[src/rtl/fp_class_pkg.sv]
// shared constants, enumerations and carriers for the operand classifier
package fp_class_pkg;

  // ----------------------------------------------------------------
  // operand formats
  // ----------------------------------------------------------------
  localparam int unsigned SGL_W       = 32;
  localparam int unsigned DBL_W       = 64;
  localparam int unsigned SGL_EXP_W   = 8;
  localparam int unsigned SGL_FRAC_W  = 23;
  localparam int unsigned DBL_EXP_W   = 11;
  localparam int unsigned DBL_FRAC_W  = 52;
  localparam int unsigned SGL_SIGN_POS = 31;
  localparam int unsigned DBL_SIGN_POS = 63;
  localparam int unsigned SGL_EXP_LSB  = 23;
  localparam int unsigned DBL_EXP_LSB  = 52;
  localparam int unsigned TEXP_W       = 12;
  localparam int unsigned SIGNIF_W     = 53;

  // exponent bias per format
  localparam logic [TEXP_W-1:0] SGL_BIAS = 12'h07f;
  localparam logic [TEXP_W-1:0] DBL_BIAS = 12'h3ff;

  // trap type codes
  localparam logic [2:0] TT_NONE    = 3'h0;
  localparam logic [2:0] TT_INVALID = 3'h5;

  // reset values
  localparam logic [DBL_W-1:0] RESULT_RST = 64'h0000_0000_0000_0000;

  // ----------------------------------------------------------------
  // enumerations
  // ----------------------------------------------------------------
  typedef enum logic [1:0] {
    OP_MOVE  = 2'h0,  // plain move, no conversion
    OP_NEG   = 2'h1,  // sign inversion
    OP_ABS   = 2'h2,  // sign clear
    OP_ARITH = 2'h3   // arithmetic or converting use of the operand
  } op_t;

  typedef enum logic [1:0] {
    CLS_NORMAL   = 2'h0,
    CLS_ZERO     = 2'h1,
    CLS_RESERVED = 2'h2
  } cls_t;

  typedef enum logic [1:0] {
    RSV_NONE   = 2'h0,
    RSV_INF    = 2'h1,
    RSV_NAN    = 2'h2,
    RSV_DENORM = 2'h3
  } rsv_t;

  // ----------------------------------------------------------------
  // carriers
  // ----------------------------------------------------------------
  typedef struct packed {
    op_t              op;
    logic             is_double;
    logic [DBL_W-1:0] operand;
  } req_t;

  typedef struct packed {
    logic                  sign;
    logic [DBL_EXP_W-1:0]  exp_field;
    logic [DBL_FRAC_W-1:0] frac_field;
    logic [TEXP_W-1:0]     true_exp;
    logic [SIGNIF_W-1:0]   signif;
    cls_t                  cls;
    rsv_t                  rsv;
  } fields_t;

endpackage

[src/rtl/float_operand_classifier.sv]
// operand decoder, classifier and invalid-operation trap for the float unit
//
// Behaviour
// - Two operand formats only: single 32 bits and double 64 bits.
// - Normalized significand is hidden one plus fraction, from 1.0 below 2.0.
// - True exponent is exponent field minus bias 127 single or 1023 double.
// - Exponent field all ones means reserved operand, whatever the fraction.
// - Zero exponent with zero fraction is zero; nonzero fraction is reserved.
// - Sign bit 0 means positive, 1 means negative.
// - Negation flips only the sign bit, exponent and fraction untouched.
// - Exponent neither all zeros nor all ones means a normalized number.
// - Positive and negative zero both recognised, differing only in sign.
// - Infinities, NaNs and denormals are all reserved operands.
// - Reserved operand raises invalid-operation trap unless op is a plain move.
// - No infinity, NaN or denormal is delivered as a result, except by a plain move.
// - Invalid operation from reserved operand reports trap type 101.
`timescale 1ns/1ps
module float_operand_classifier
  import fp_class_pkg::*;
(
  // clock, reset, enable
  input  wire logic                  clk,
  input  wire logic                  rst,
  input  wire logic                  ce,
  // request from the instruction sequencer
  input  wire logic                  req_valid,
  input  req_t                       req,
  output logic                       req_ready,
  // response
  output logic                       rsp_valid,
  output logic                       rsp_is_double,
  output logic                       rsp_sign,
  output logic [DBL_EXP_W-1:0]       rsp_exp_field,
  output logic [DBL_FRAC_W-1:0]      rsp_frac_field,
  output logic [TEXP_W-1:0]          rsp_true_exp,
  output logic [SIGNIF_W-1:0]        rsp_signif,
  output cls_t                       rsp_cls,
  output rsv_t                       rsp_rsv,
  output logic [DBL_W-1:0]           rsp_result,
  output logic                       rsp_trap,
  output logic [2:0]                 rsp_trap_type
);

  // ----------------------------------------------------------------
  // state
  // ----------------------------------------------------------------
  typedef enum logic [2:0] {
    ST_IDLE = 3'b001,
    ST_EVAL = 3'b010,
    ST_DONE = 3'b100
  } fsm_t;

  // everything the block remembers, registered as one word
  typedef struct packed {
    fsm_t              fsm;
    logic              ready;
    req_t              req;
    logic              rsp_valid;
    logic              is_double;
    fields_t           fld;
    logic [DBL_W-1:0]  result;
    logic              trap;
    logic [2:0]        tt;
  } core_t;

  // reset image: idle, ready, positive-zero answer, no trap
  localparam core_t CORE_RST = '{
    fsm:       ST_IDLE,
    ready:     1'b1,
    req:       '{op: OP_MOVE, is_double: 1'b0, operand: RESULT_RST},
    rsp_valid: 1'b0,
    is_double: 1'b0,
    fld:       '{sign: 1'b0, exp_field: '0, frac_field: '0, true_exp: '0,
                 signif: '0, cls: CLS_ZERO, rsv: RSV_NONE},
    result:    RESULT_RST,
    trap:      1'b0,
    tt:        TT_NONE
  };

  // state register and its next value, then combinational helpers
  core_t             core_r;
  core_t             core_nxt;
  fields_t           fld_w;
  logic              reserved_w;
  logic              trap_w;
  logic [DBL_W-1:0]  sign_mask_w;
  logic [DBL_W-1:0]  fmt_mask_w;
  logic [DBL_W-1:0]  value_w;

  // ----------------------------------------------------------------
  // field decode of the captured operand
  // ----------------------------------------------------------------
  // purely combinational; it sees the captured operand, so its inputs
  // stay steady for the whole evaluate cycle
  fp_field_split u_split (
    .operand   (core_r.req.operand),
    .is_double (core_r.req.is_double),
    .fld       (fld_w)
  );

  // ----------------------------------------------------------------
  // per-format masks
  // ----------------------------------------------------------------
  // bits above a single operand are forced low so a stale upper word
  // from the sequencer never leaks into a single-precision result
  always_comb begin
    if (core_r.req.is_double) begin
      // double: sign at the top of the full word
      sign_mask_w = 64'h8000_0000_0000_0000;
      fmt_mask_w  = 64'hffff_ffff_ffff_ffff;
    end else begin
      // single: sign at bit 31, upper word cleared
      sign_mask_w = 64'h0000_0000_8000_0000;
      fmt_mask_w  = 64'h0000_0000_ffff_ffff;
    end
  end

  // ----------------------------------------------------------------
  // result and trap decision
  // ----------------------------------------------------------------
  always_comb begin
    reserved_w = (fld_w.cls == CLS_RESERVED);
    // a plain move hands the bit pattern over untouched, so no trap
    trap_w     = reserved_w && (core_r.req.op != OP_MOVE);
    value_w    = core_r.req.operand & fmt_mask_w;
    case (core_r.req.op)
      OP_MOVE: begin
        // bit pattern passes as it stands, reserved forms included
        value_w = core_r.req.operand & fmt_mask_w;
      end
      OP_NEG: begin
        // sign-magnitude: flipping the sign bit alone negates
        value_w = (core_r.req.operand ^ sign_mask_w) & fmt_mask_w;
      end
      OP_ABS: begin
        // clearing the sign bit gives the magnitude
        value_w = core_r.req.operand & ~sign_mask_w & fmt_mask_w;
      end
      OP_ARITH: begin
        // the arithmetic itself lives elsewhere; only the operand is screened
        value_w = core_r.req.operand & fmt_mask_w;
      end
      default: begin
        value_w = RESULT_RST;
      end
    endcase
    // a trapped operation delivers positive zero, never the reserved form
    if (trap_w) begin
      value_w = RESULT_RST;
    end
  end

  // ----------------------------------------------------------------
  // sequencer: take, evaluate, answer
  // ----------------------------------------------------------------
  // one request in flight; the trade is three cycles per operand for a
  // single register stage and no queue
  always_comb begin
    core_nxt           = core_r;
    core_nxt.rsp_valid = 1'b0;
    case (core_r.fsm)
      ST_IDLE: begin
        // ready is high only here, so the take needs no extra gate
        if (req_valid) begin
          core_nxt.req   = req;
          core_nxt.ready = 1'b0;
          core_nxt.fsm   = ST_EVAL;
        end
      end
      ST_EVAL: begin
        // fields, result and trap land together with the valid pulse
        core_nxt.fld       = fld_w;
        core_nxt.is_double = core_r.req.is_double;
        core_nxt.result    = value_w;
        core_nxt.trap      = trap_w;
        core_nxt.tt        = trap_w ? TT_INVALID : TT_NONE;
        core_nxt.rsp_valid = 1'b1;
        core_nxt.fsm       = ST_DONE;
      end
      ST_DONE: begin
        // the answer cycle with the valid pulse high, then ready again for the next take
        core_nxt.ready = 1'b1;
        core_nxt.fsm   = ST_IDLE;
      end
      default: begin
        // a corrupted state word falls back to the reset image
        core_nxt = CORE_RST;
      end
    endcase
  end

  // ----------------------------------------------------------------
  // state register; clock enable low freezes everything
  // ----------------------------------------------------------------
  // ce low also stretches a pending valid pulse; a host must not
  // count on a take at an edge where ce is low
  always_ff @(posedge clk or posedge rst) begin
    if (rst) begin
      core_r <= CORE_RST;
    end else if (ce) begin
      core_r <= core_nxt;
    end
  end

  // ----------------------------------------------------------------
  // outputs straight from the state register
  // ----------------------------------------------------------------
  // handshake
  assign req_ready      = core_r.ready;
  assign rsp_valid      = core_r.rsp_valid;

  // decoded fields of the answered operand
  assign rsp_is_double  = core_r.is_double;
  assign rsp_sign       = core_r.fld.sign;
  assign rsp_exp_field  = core_r.fld.exp_field;
  assign rsp_frac_field = core_r.fld.frac_field;
  assign rsp_true_exp   = core_r.fld.true_exp;
  assign rsp_signif     = core_r.fld.signif;
  assign rsp_cls        = core_r.fld.cls;
  assign rsp_rsv        = core_r.fld.rsv;

  // result and trap report
  assign rsp_result     = core_r.result;
  assign rsp_trap       = core_r.trap;
  assign rsp_trap_type  = core_r.tt;

endmodule

[src/rtl/fp_field_split.sv]
// combinational split and classification of one floating-point operand
`timescale 1ns/1ps
module fp_field_split
  import fp_class_pkg::*;
(
  // operand in
  input  wire logic [DBL_W-1:0] operand,
  input  wire logic             is_double,
  // decoded fields out
  output fields_t               fld
);

  logic [DBL_EXP_W-1:0]  exp_v;
  logic [DBL_FRAC_W-1:0] frac_v;
  logic                  exp_ones;
  logic                  exp_zero;
  logic                  frac_zero;

  // ----------------------------------------------------------------
  // field extraction, sign at the top of each format
  // ----------------------------------------------------------------
  always_comb begin
    if (is_double) begin
      exp_v    = operand[DBL_EXP_LSB +: DBL_EXP_W];
      frac_v   = operand[DBL_FRAC_W-1:0];
      fld.sign = operand[DBL_SIGN_POS];
      exp_ones = &operand[DBL_EXP_LSB +: DBL_EXP_W];
    end else begin
      exp_v    = {3'h0, operand[SGL_EXP_LSB +: SGL_EXP_W]};
      frac_v   = {29'h0, operand[SGL_FRAC_W-1:0]};
      fld.sign = operand[SGL_SIGN_POS];
      exp_ones = &operand[SGL_EXP_LSB +: SGL_EXP_W];
    end
    exp_zero       = (exp_v == '0);
    frac_zero      = (frac_v == '0);
    fld.exp_field  = exp_v;
    fld.frac_field = frac_v;
    // unbiased exponent, two's complement
    fld.true_exp   = TEXP_W'({1'b0, exp_v}) - (is_double ? DBL_BIAS : SGL_BIAS);
    // hidden one above the binary point, fraction left aligned below it
    fld.signif     = is_double ? {1'b1, frac_v}
                               : {1'b1, frac_v[SGL_FRAC_W-1:0], 29'h0};
    // classification; all-ones exponent is reserved whatever the fraction
    if (exp_ones) begin
      fld.cls = CLS_RESERVED;
      fld.rsv = frac_zero ? RSV_INF : RSV_NAN;
    end else if (exp_zero && frac_zero) begin
      fld.cls = CLS_ZERO;
      fld.rsv = RSV_NONE;
    end else if (exp_zero) begin
      fld.cls = CLS_RESERVED;
      fld.rsv = RSV_DENORM;
    end else begin
      fld.cls = CLS_NORMAL;
      fld.rsv = RSV_NONE;
    end
  end

endmodule

[config.mk]
export PLATFORM = sky130hd
export DESIGN_NAME = float_operand_classifier
export DESIGN_NICKNAME = d
export VERILOG_FILES = /design/src/rtl/fp_class_pkg.sv /design/src/rtl/float_operand_classifier.sv /design/src/rtl/fp_field_split.sv
export SDC_FILE = /design/constraint.sdc
export NUM_CORES = 1
export LEC_CHECK = 0
export BUFFER_PORTS_ARGS = -buffer_cell sky130_fd_sc_hd__buf_2
export CELL_PAD_IN_SITES_DETAIL_PLACEMENT = 1
export CELL_PAD_IN_SITES_GLOBAL_PLACEMENT = 2
export CORE_ASPECT_RATIO = 0.7
export CORE_MARGIN = 3
export CORE_UTILIZATION = 31
export CTS_CLUSTER_SIZE = 30
export DETAILED_ROUTE_END_ITERATION = 8
export PLACE_DENSITY = 0.74
export SLEW_MARGIN = 25
export SYNTH_ARGS = -nofsm -noshare
export SYNTH_HDL_FRONTEND = slang
export SYNTH_SLANG_ARGS = --single-unit
[constraint.sdc]
create_clock -name clk -period 9.15 [get_ports clk]
set_input_delay 1.3725 -clock clk [delete_from_list [all_inputs] [get_ports clk]]
set_output_delay 1.3725 -clock clk [all_outputs]
set_load 0.1 [all_outputs]
# After elaboration in Yosys (flattened, before gate mapping)
# Index checks and enable logic that the tools add are counted.
[word_totals]
reg_bits = 274
input_bits = 71
out_inout_bits = 204
[classes]
addsub = 1
eq_ne = 8
mux = 20
bitwise = 9
reduce_logical = 15
[ops]
columns = ["operator", "n"]
rows = [
  ["$pmux 203 s2", 1],
  ["$and 64x64->64", 4],
  ["$mux 64", 3],
  ["$pmux 64 s3", 1],
  ["$pmux 67 s2", 1],
  ["$mux 52", 2],
  ["$mux 71", 1],
  ["$not 64->64", 1],
  ["$xor 64x64->64", 1],
  ["$logic_not 52->1", 1],
  ["$mux 4", 3],
  ["$sub 11x12->12", 1],
  ["$logic_not 11->1", 1],
  ["$mux 11", 1],
  ["$reduce_and 11->1", 1],
  ["$mux 10", 1],
  ["$reduce_and 8->1", 1],
  ["$eq 2x2->1 const B", 3],
  ["$pmux 3 s2", 1],
  ["$reduce_and 3->1", 2],
  ["$reduce_or 2->1", 3],
  ["$reduce_and 2->1", 2],
  ["$eq 3x1->1 const B", 1],
  ["$eq 3x2->1 const B", 1],
  ["other kinds (11)", 15],
]

# Depth between registers and ports, before layout
# Gate-level depths: netlist (run 1).
[logic_depth]
depth_word = 9
depth_mapped = 10

# Modules after synthesis
# Synthesis (run 1) repeated with hierarchy kept, for this count alone.
[hier_totals]
hier_cells = 1290
area_unflattened_um2 = 13709.4
[modules_own_cells]
columns = ["module", "instances", "cells_each", "area_per_inst_um2"]
rows = [
  ["float_operand_classifier", 1, 1074, 12259.3],
  ["fp_field_split", 1, 216, 1450.1],
]

# Worst setup path after synthesis (run 1)
# OpenSTA, ideal clock, no wires.
[synth_path]
path_type = "register to output"
from = "register core_r (netlist bit rsp_trap_type[0])"
to = "output port rsp_trap_type[0]"
arrival_time_ns = 1.356
required_time_ns = 7.777
setup_slack_ns = 6.421
stages_incl_launch_ff = 2
n_path_buf = 1
cell_sequence = "dfrtp_1 > buf_4"
[synth_lines]
columns = ["item", "line", "rtl"]
rows = [
  ["from (decl)", "float_operand_classifier.sv:81", "core_t core_r;"],
  ["from (signal assigned)", "float_operand_classifier.sv:201", "core_r <= core_nxt;"],
  ["to (decl)", "float_operand_classifier.sv:41", "output logic [2:0] rsp_trap_type"],
]
# No word-level cell between the ends.

# Worst setup path in the final report (run 1)
[layout_path]
from = "register core_r[267] in the netlist's numbering"
to = "register core_r (netlist bit rsp_result[24])"
[layout_via]
elab_chain_len = 9
[layout_rtl]
columns = ["item", "line", "rtl"]
rows = [
  ["$mux 52 / $mux 11 (equally long branches)", "fp_field_split.sv:23", "if (is_double) begin"],
  ["$logic_not 52->1 / $logic_not 11->1 (equally long branches)", "fp_field_split.sv:35, fp_field_split.sv:34", ""],
  ["$logic_and 1x1->1 / $mux 4 (equally long branches)", "fp_field_split.sv:47, fp_field_split.sv:50", ""],
  ["$mux 4", "fp_field_split.sv:47", "end else if (exp_zero && frac_zero) begin"],
  ["$mux 4 *", "fp_field_split.sv:44", "if (exp_ones) begin"],
  ["$eq 2x2->1 *", "float_operand_classifier.sv:122", "reserved_w = (fld_w.cls == CLS_RESERVED);"],
  ["$logic_and 1x1->1 *", "float_operand_classifier.sv:124", "trap_w = reserved_w && (core_r.req.op != OP_MOVE);"],
  ["$mux 64 *", "float_operand_classifier.sv:148", "if (trap_w) begin"],
  ["$pmux 203 s2 *", "float_operand_classifier.sv:161", "case (core_r.fsm)"],
]
# Mark *: on every way between the ends. The rest lies on a longest branch, timed or not.
# A chain may end at the register's enable or synchronous reset.

==> results.toml, run 1 <==
[layout]
area_growth_pct = 10.8
finalInstanceArea_um2 = 13900
insertedDiodeCount = 0
instances_no_fill = 1792
drive_gt1_frac = 0.285
nets = 1323

[min_path]
min-delay-start = "rsp_signif[19]"
holdPathStages = 2
holdPathEnd = "rsp_signif[19]"
hp-class = "flop to flop"

[worst_setup_path]
arrival_ps = 4090
path_cells = "buf_4, mux2i_1, ha_1, nand4_1, and2_4, a21oi_4, a21oi_4, buf_4, a22o_2"
cp-end-kind = "flop"
r2r_slack_ps = 5500
crit_path_max_fanout = 30
worstReg2RegEnd = "rsp_result[24]"
startpoint_type = "flop"
slowest_delay_ps = 800
r2r-start = "core_r[267]"
cp_slowest_cell = "dfrtp_2"
critical_path_buf_inv_count = 2
path_delay_family = "buffers and inverters"
rr_worst_depth = 9
required_ps = 9590
path_class = "flop to flop"

[placed_design]
hpwlAfterDp_mm = 28.6
dp_slack_ps = 5220
place_inst = 1740
port_buffers = 273
place_congestion = 0.793
placed_area_um2 = 12900

[sta]
finalCritPeriodShare = 0.399
hold_violations = 0
setup_slack_ps = 5500
min_period_ps = 3650
setup_viol = 0
maxSlewHeadroom = 0.397
setup-tns-final_ps = 0
finalMaxSlewViolations = 0
rsz0062_at_grt = "no"
max_slew.worst_pin.slew_ps = 905
fmax_mhz = 274
skew_ps = 12.9

[die]
die_height_um = 174
start_util = 0.320
rows = 60
die-area_um2 = 43000
pin_count = 275
die_x_um = 246
core_um2 = 39200

[routing]
routedWlPerCell_um = 23.2
antenna_left = 0
route.detailed.drc = 0
wl_mm = 41.5
drtIter0Drc = 625
dr.pass1.iters = 5
via_count = 8873
via_per_inst = 4.95

[global_route]
antenna_found_initial = 3
grt_max_degree = 148
track_usage = 0.190
first_global_vias = 9251
overflow = 0
grt_pass1_wl_mm = 62.0

[power_and_ir_drop]
power_density_nw_per_um2 = 362
p_leak_nw = 7.15
vdd_drop_max_mv = 0.163

[clock_tree]
hold_buffers = 0
clkSlewWorstSetupHoldPaths_ps = 60
cts_root_buffer = "clkbuf_16"
clkLatencyLatePin_ps = 560
cts.sinks = 271
post_cts_buffers = 0
numCtsBuffers = 29
cts_tree = "done"
ctsResizeCount = 0
clockBufferDepth = 3
h-tree-depth = 1

[logic_synthesis]
synth_edf_count = 0
syn_area_um2 = 12500
ys_types = 51
ys.flop_type = "dfrtp_1"
syn_inst = 1203
async_flop_share = 1.00
avgSynthCellArea_um2 = 10.4
synth_nets = 1282
ys_seq_area_frac = 0.541
synth-seq-cells = 271
yosysWarnings = 0

[outcome]
status = "finished clean"

[flow_run]
drv_cap = 0
power by group:
| group | internal, mW | total, mW | switching [mW] | leakage, nW |
|---|---|---|---|---|
| registers | 1.44 | 1.94 | 0.492 | 3.70 |
| clock network | 0.760 | 1.27 | 0.508 | 0.493 |
| logic | 0.391 | 1.83 | 1.43 | 2.96 |
| total | 2.59 | 5.03 | 2.43 | 7.15 |
routing by layer:
metal,track usage,part of all wire
met5,0,0.00067
met4,0.0330,0.017
met3,0.0396,0.059
met2,0.287,0.44
met1,0.283,0.49
worst reg2reg max path, stage by stage (launching register included):
cell	delay, ps
dfrtp_2	800
buf_4	530
mux2i_1	530
ha_1	320
nand4_1	150
and2_4	220
a21oi_4	220
a21oi_4	190
buf_4	300
a22o_2	280
synthesized netlist by cell type (4+ instances only):
library cell / n / area, um^2
a21oi_1: 8 / 40.0
a22o_1: 90 / 788
a32o_1: 33 / 330
buf_2: 33 / 165
buf_4: 201 / 1510
buf_6: 4 / 45.0
clkbuf_1: 38 / 143
dfrtp_1: 268 / 6710
ha_1: 8 / 100
inv_1: 14 / 52.6
mux2i_1: 31 / 310
nand2_1: 244 / 916
nand3_1: 31 / 155
nand4_1: 8 / 50.1
nor2_1: 8 / 30.0
nor4_1: 12 / 75.1
o21ai_0: 115 / 576
xnor2_1: 7 / 61.3
worst max path at each step:
stage	startpoint	to	slack, ps	cells after the start
after floorplan	rst	core_r[203]	320	1
after global placement	ce	rsp_true_exp[10]	4990	6
after detailed placement	ce	rsp_true_exp[10]	5220	6
after CTS	core_r[267]	rsp_result[24]	5450	9
after global routing	core_r[267]	rsp_result[24]	5240	9
final	core_r[267]	rsp_result[24]	5500	9
cells in the final DEF (no fill, tap or decap), drive strengths merged, types with 3 or more instances in the layout:
cell      count
dfstp         3
and2          3
xnor2         7
bufinv        5
buf         288
clkinv        7
nor2          8
a31oi         3
nand4         8
clkinvlp      3
nand2       245
dfrtp       268
a32o         33
mux2i        31
a21oi        10
nor3          4
nor4         13
ha            8
clkbuf       38
o21ai       117
a22o         93
xor2          3
inv          13
nand3        32
registers in the layout, summed over array words and instances, names as in the netlist, 2 cells and up:
signal,flops
core_r,70
rsp_result,64
rsp_signif,53
rsp_frac_field,52
rsp_true_exp,12
rsp_exp_field,11
rsp_cls,2
rsp_rsv,2
final cells by class:
type	instances	area (um^2)
sequential	271	6790
tap	527	659
timing repair buffer	288	1500
multi-input combinational	640	3880
clock inverter	14	203
fill	4448	25300
clock buffer	38	810
inverter	14	65.1
cell families after synthesis:
group	share of synthesized area
flip-flops	0.541
other	0.000299
multiplexers	0.0256
adder cells (fa/ha/maj)	0.00798
XOR/XNOR	0.00698
AO/OA/AOI/OAI	0.154
buffers and inverters	0.153
AND/OR/NAND/NOR	0.111
metrics by stage:
step,utilization,power [mW],hold slack (ps)
after global placement,0.328,3.77,451
after floorplan,-,3.32,440
after detailed placement,0.329,3.81,457
final,0.355,5.03,465
after global routing,0.355,5.30,482
after CTS,0.355,5.10,471
(Power assumes the default switching activity.)
==> inputs of run 2 (changes only) <==
==> constraint.sdc (replaced) <==
create_clock -name clk -period 3.21 [get_ports clk]
set_input_delay 0.4815 -clock clk [delete_from_list [all_inputs] [get_ports clk]]
set_output_delay 0.4815 -clock clk [all_outputs]
set_load 0.1 [all_outputs]
==> results.toml, run 2 (synthesized netlist as in run 1, its figures left out) <==
[layout]
final_util = 0.356
fillCellCount = 4451
insertedDiodeCount = 0
regMostFlops = "core_r"
final_common_cell = "buf_2"
largest_reg_flops = 70
instances_no_fill = 1807
finalInstanceArea_um2 = 13900
most-common-layout-cells = "buf_2, dfrtp_1, nand2_1"
area_growth_pct = 11.1
drive_gt1_frac = 0.289
nets = 1340

[global_route]
track_usage = 0.199
grt_max_degree = 156
antenna_found_initial = 2
grt_pass1_wl_mm = 64.7
overflow = 0
first_global_vias = 9379

[worst_setup_path]
startpoint_type = "flop"
critPathLaunch = "core_r[267]"
cp_slowest_cell = "a21oi_4"
required_ps = 3690
r2r-start = "core_r[267]"
cp-end-kind = "flop"
r2r_slack_ps = 270
arrival_ps = 3420
path_cells = "ha_1, nor4_1, nand4_1, nor2_1, nand3_4, a21oi_4, buf_4, a22o_1"
slowest_delay_ps = 550
crit_path_max_fanout = 20
worstReg2RegEnd = "rsp_result[13]"
crit_end = "rsp_result[13]"
rr_worst_depth = 8
path_class = "flop to flop"

[min_path]
hp-class = "primary input to async pin"

[power_and_ir_drop]
vdd_drop_max_mv = 0.457
power_density_nw_per_um2 = 1020
p_leak_nw = 7.20

[die]
die_height_um = 174
start_util = 0.320
rows = 60
pin_count = 275
die-area_um2 = 43000
core_um2 = 39200
die_x_um = 246

[clock_tree]
post_cts_buffers = 0
cts.sinks = 271
clkSlewWorstSetupHoldPaths_ps = 70
ctsResizeCount = 0
cts_root_buffer = "clkbuf_16"
clockBufferDepth = 3
h-tree-depth = 1
numCtsBuffers = 29
cts_tree = "done"
hold_buffers = 0
clkLatencyLatePin_ps = 550

[routing]
drtIter0Drc = 683
dr.pass1.iters = 5
routedWlPerCell_um = 23.9
antenna_left = 0
wl_mm = 43.1
route.detailed.drc = 0
via_count = 9043
via_per_inst = 5.00

[sta]
hold_violations = 0
hold_slack_ps = 83.8
min_period_ps = 2940
rsz0062_at_grt = "no"
setup_viol = 0
skew_ps = 11.7
finalMaxSlewViolations = 0
max_slew.worst_pin.slew_ps = 960
finalCritPeriodShare = 0.915
maxSlewHeadroom = 0.360
fmax_mhz = 341
setup-tns-final_ps = 0

[placed_design]
hpwlAfterDp_mm = 30.4
place_inst = 1757
port_buffers = 273
placed_area_um2 = 13000
place_congestion = 0.817

[outcome]
status = "finished clean"

[flow_run]
drv_cap = 0
run 2: cell types whose count changed in the layout (fill, tap and decap cells not counted), sizes merged:
cell / delta
clkinvlp: -2
bufinv: -4
buf: +17
clkinv: -2
clkbuf: +6
run 2: how the worst min path moves through the flow:
| stage | from | cells past startpoint | endpoint |
|---|---|---|---|
| 6_report | rst | 3 | rsp_signif[14] |
| 5_1_grt | rst | 3 | rsp_signif[15] |
| 2_1_floorplan | rsp_frac_field[0] | 2 | rsp_frac_field[0] |
| 3_3_place_gp | rsp_signif[8] | 2 | rsp_signif[8] |
| 3_5_place_dp | rsp_frac_field[29] | 2 | rsp_frac_field[29] |
| 4_1_cts | rst | 3 | rsp_result[16] |
run 2: metal layers:
metal / track usage / part of all wire
met5: 0 / 0.00056
met2: 0.296 / 0.43
met1: 0.293 / 0.48
met3: 0.0509 / 0.072
met4: 0.0335 / 0.015
run 2: critical path, delay by kind of cell, from the launching register on:
family                     cells  cell delay, ps
and+or+nand+nor                4             940
AOI/OAI and AO/OA              2             750
DFF                            1             480
buffers and inverters          1             440
adders and majority gates      1             230
run 2: area by class of cell:
class	count	area, um^2	share of cell area
inverter	14	56.3	0.00404
tap	527	659	0.0473
clock buffer	44	852	0.0611
sequential	271	6790	0.487
timing repair buffer	305	1660	0.119
multi-input combinational	640	3880	0.278
clock inverter	6	55.1	0.00395
run 2: through the flow:
step,power [mW],setup WS (ps)
finish,14.2,273
CTS,14.4,243
global placement,11.0,315
global route,15.0,61.8
floorplan,9.47,-850
detailed placement,11.0,275
run 2: report_power, final:
group	switching [mW]	total (mW)	leakage, nW	internal [mW]
sequential	1.09	5.21	3.70	4.12
clock	1.39	3.28	0.451	1.89
combinational	4.47	5.71	3.05	1.24
==> inputs of run 3 (changes only) <==
--- a/config.mk
+++ b/config.mk
@@ -5,14 +5,14 @@
 export SDC_FILE = /design/constraint.sdc
 export NUM_CORES = 1
 export LEC_CHECK = 0
-export BUFFER_PORTS_ARGS = -buffer_cell sky130_fd_sc_hd__buf_2
 export CELL_PAD_IN_SITES_DETAIL_PLACEMENT = 1
 export CELL_PAD_IN_SITES_GLOBAL_PLACEMENT = 2
 export CORE_ASPECT_RATIO = 0.7
 export CORE_MARGIN = 3
-export CORE_UTILIZATION = 31
+export CORE_UTILIZATION = 36
 export CTS_CLUSTER_SIZE = 30
 export DETAILED_ROUTE_END_ITERATION = 8
+export DONT_BUFFER_PORTS = 1
 export PLACE_DENSITY = 0.74
 export SLEW_MARGIN = 25
 export SYNTH_ARGS = -nofsm -noshare
==> results.toml, run 3 (synthesized netlist as in run 1, its figures left out) <==
[worst_setup_path]
worstReg2RegEnd = "rsp_result[31]"
rr_worst_depth = 8
r2r_slack_ps = 560
path_class = "flop to flop"
cp-end-kind = "flop"
required_ps = 3700
startpoint_type = "flop"
arrival_ps = 3140
crit_path_max_fanout = 28
r2r-start = "core_r[234]"

[global_route]
antenna_found_initial = 3
grt_pass1_wl_mm = 60.0
overflow = 0
grt_max_degree = 111
first_global_vias = 8361
track_usage = 0.216

[layout]
final_common_cell = "dfrtp_1"
most-common-layout-cells = "dfrtp_1, nand2_1, o21ai_0"
drive_gt1_frac = 0.109
multi_input_area_um2 = 3880
regMostFlops = "core_r"
largest_reg_flops = 70
instances_no_fill = 1485
nets = 1078
fillCellCount = 3683
area_growth_pct = 1.82
seqCellArea_um2 = 6790
insertedDiodeCount = 0

[routing]
wl_mm = 40.6
routedWlPerCell_um = 27.3
via_count = 8010
drtIter0Drc = 505
route.detailed.drc = 0
dr.pass1.iters = 7
antenna_left = 0
via_per_inst = 5.39

[clock_tree]
post_cts_buffers = 0
cts_root_buffer = "clkbuf_16"
numCtsBuffers = 30
clkLatencyLatePin_ps = 570
cts.sinks = 271
h-tree-depth = 1
clkSlewWorstSetupHoldPaths_ps = 70
cts_tree = "done"
clockBufferDepth = 3

[die]
die_height_um = 162
die_x_um = 229
start_util = 0.370
die-area_um2 = 37200
core_um2 = 33900
pin_count = 275
rows = 56

[sta]
rsz0062_at_grt = "no"
fmax_mhz = 378
maxSlewHeadroom = 0.309
min_period_ps = 2650
skew_ps = 14.8
finalMaxSlewViolations = 0
setup_viol = 0
max_slew.worst_pin.slew_ps = 1040
finalCritPeriodShare = 0.824
setup-tns-final_ps = 0
hold_violations = 0

[outcome]
status = "finished clean"

[placed_design]
port_buffers = 0
hpwlAfterDp_mm = 28.4
place_inst = 1426
place_congestion = 0.801

[min_path]
hp-class = "primary input to flop"
holdPathStages = 2
min-delay-start = "ce"
holdPathEnd = "req_ready"

[power_and_ir_drop]
vdd_drop_max_mv = 0.356
power_density_nw_per_um2 = 1110
p_leak_nw = 5.92

[flow_run]
drv_cap = 0
## run 3: changes by cell type in the layout (fill, tap and decap cells not counted), sizes merged
cell and delta:
buf -267, bufinv +2, clkbuf -3, dlygate4sd3 +4, clkinv +3, clkinvlp +2
## run 3: worst max-delay path, stage by stage, from the launching register on
cell     delay, ps
dfrtp_1        460
ha_1           270
nor4_1         360
nand4_1        160
nor2_1         310
nand3_4        160
a21oi_4        380
buf_12         250
a22o_1         170
## run 3: through the flow
stage	total power [mW]	area (um^2)	hold WS, ps	setup slack (ps)	util
4_1_cts	14.3	12700	8.49	518	0.376
5_1_grt	14.9	12800	20.1	415	0.377
2_1_floorplan	9.47	12600	440	-850	-
3_3_place_gp	10.6	11700	502	591	0.345
3_5_place_dp	10.7	11700	509	543	0.345
6_report	14.1	12800	37.8	563	0.377
## run 3: cell type report
| class | instances | area share |
|---|---|---|
| Sequential cell | 271 | 0.531 |
| Multi-Input combinational cell | 640 | 0.303 |
| Clock buffer | 41 | 0.0676 |
| Tap cell | 464 | 0.0454 |
| Timing Repair Buffer | 42 | 0.0358 |
| Clock inverter | 13 | 0.0119 |
| Inverter | 14 | 0.00441 |
## run 3: power breakdown
group / leakage, nW / switching, mW / internal, mW
registers: 3.69 / 3.53 / 4.07
logic: 1.73 / 1.92 / 1.04
clock network: 0.498 / 1.47 / 2.12
## run 3: what timing repair did
action | in CTS | in global routing
hold buffers | 3 | 1
hold endpoints to repair | 3 | 11
gates resized for setup | 0 | 0
## run 3: worst max path at each step
stage,start,end,cells past startpoint
2_1_floorplan,rst,core_r[203],1
3_5_place_dp,core_r[267],rsp_result[31],8
3_3_place_gp,core_r[267],rsp_result[24],8
5_1_grt,core_r[234],rsp_result[31],8
6_report,core_r[234],rsp_result[31],8
4_1_cts,core_r[234],rsp_result[31],8
## run 3: routing by layer
| layer | share of wire | global-route usage | wire length [um] |
|---|---|---|---|
| met1 | 0.46 | 0.304 | 18500 |
| met2 | 0.44 | 0.329 | 18000 |
| met3 | 0.078 | 0.0692 | 3150 |
| met4 | 0.020 | 0.0425 | 792 |
| met5 | 0.0012 | 0 | 50 |
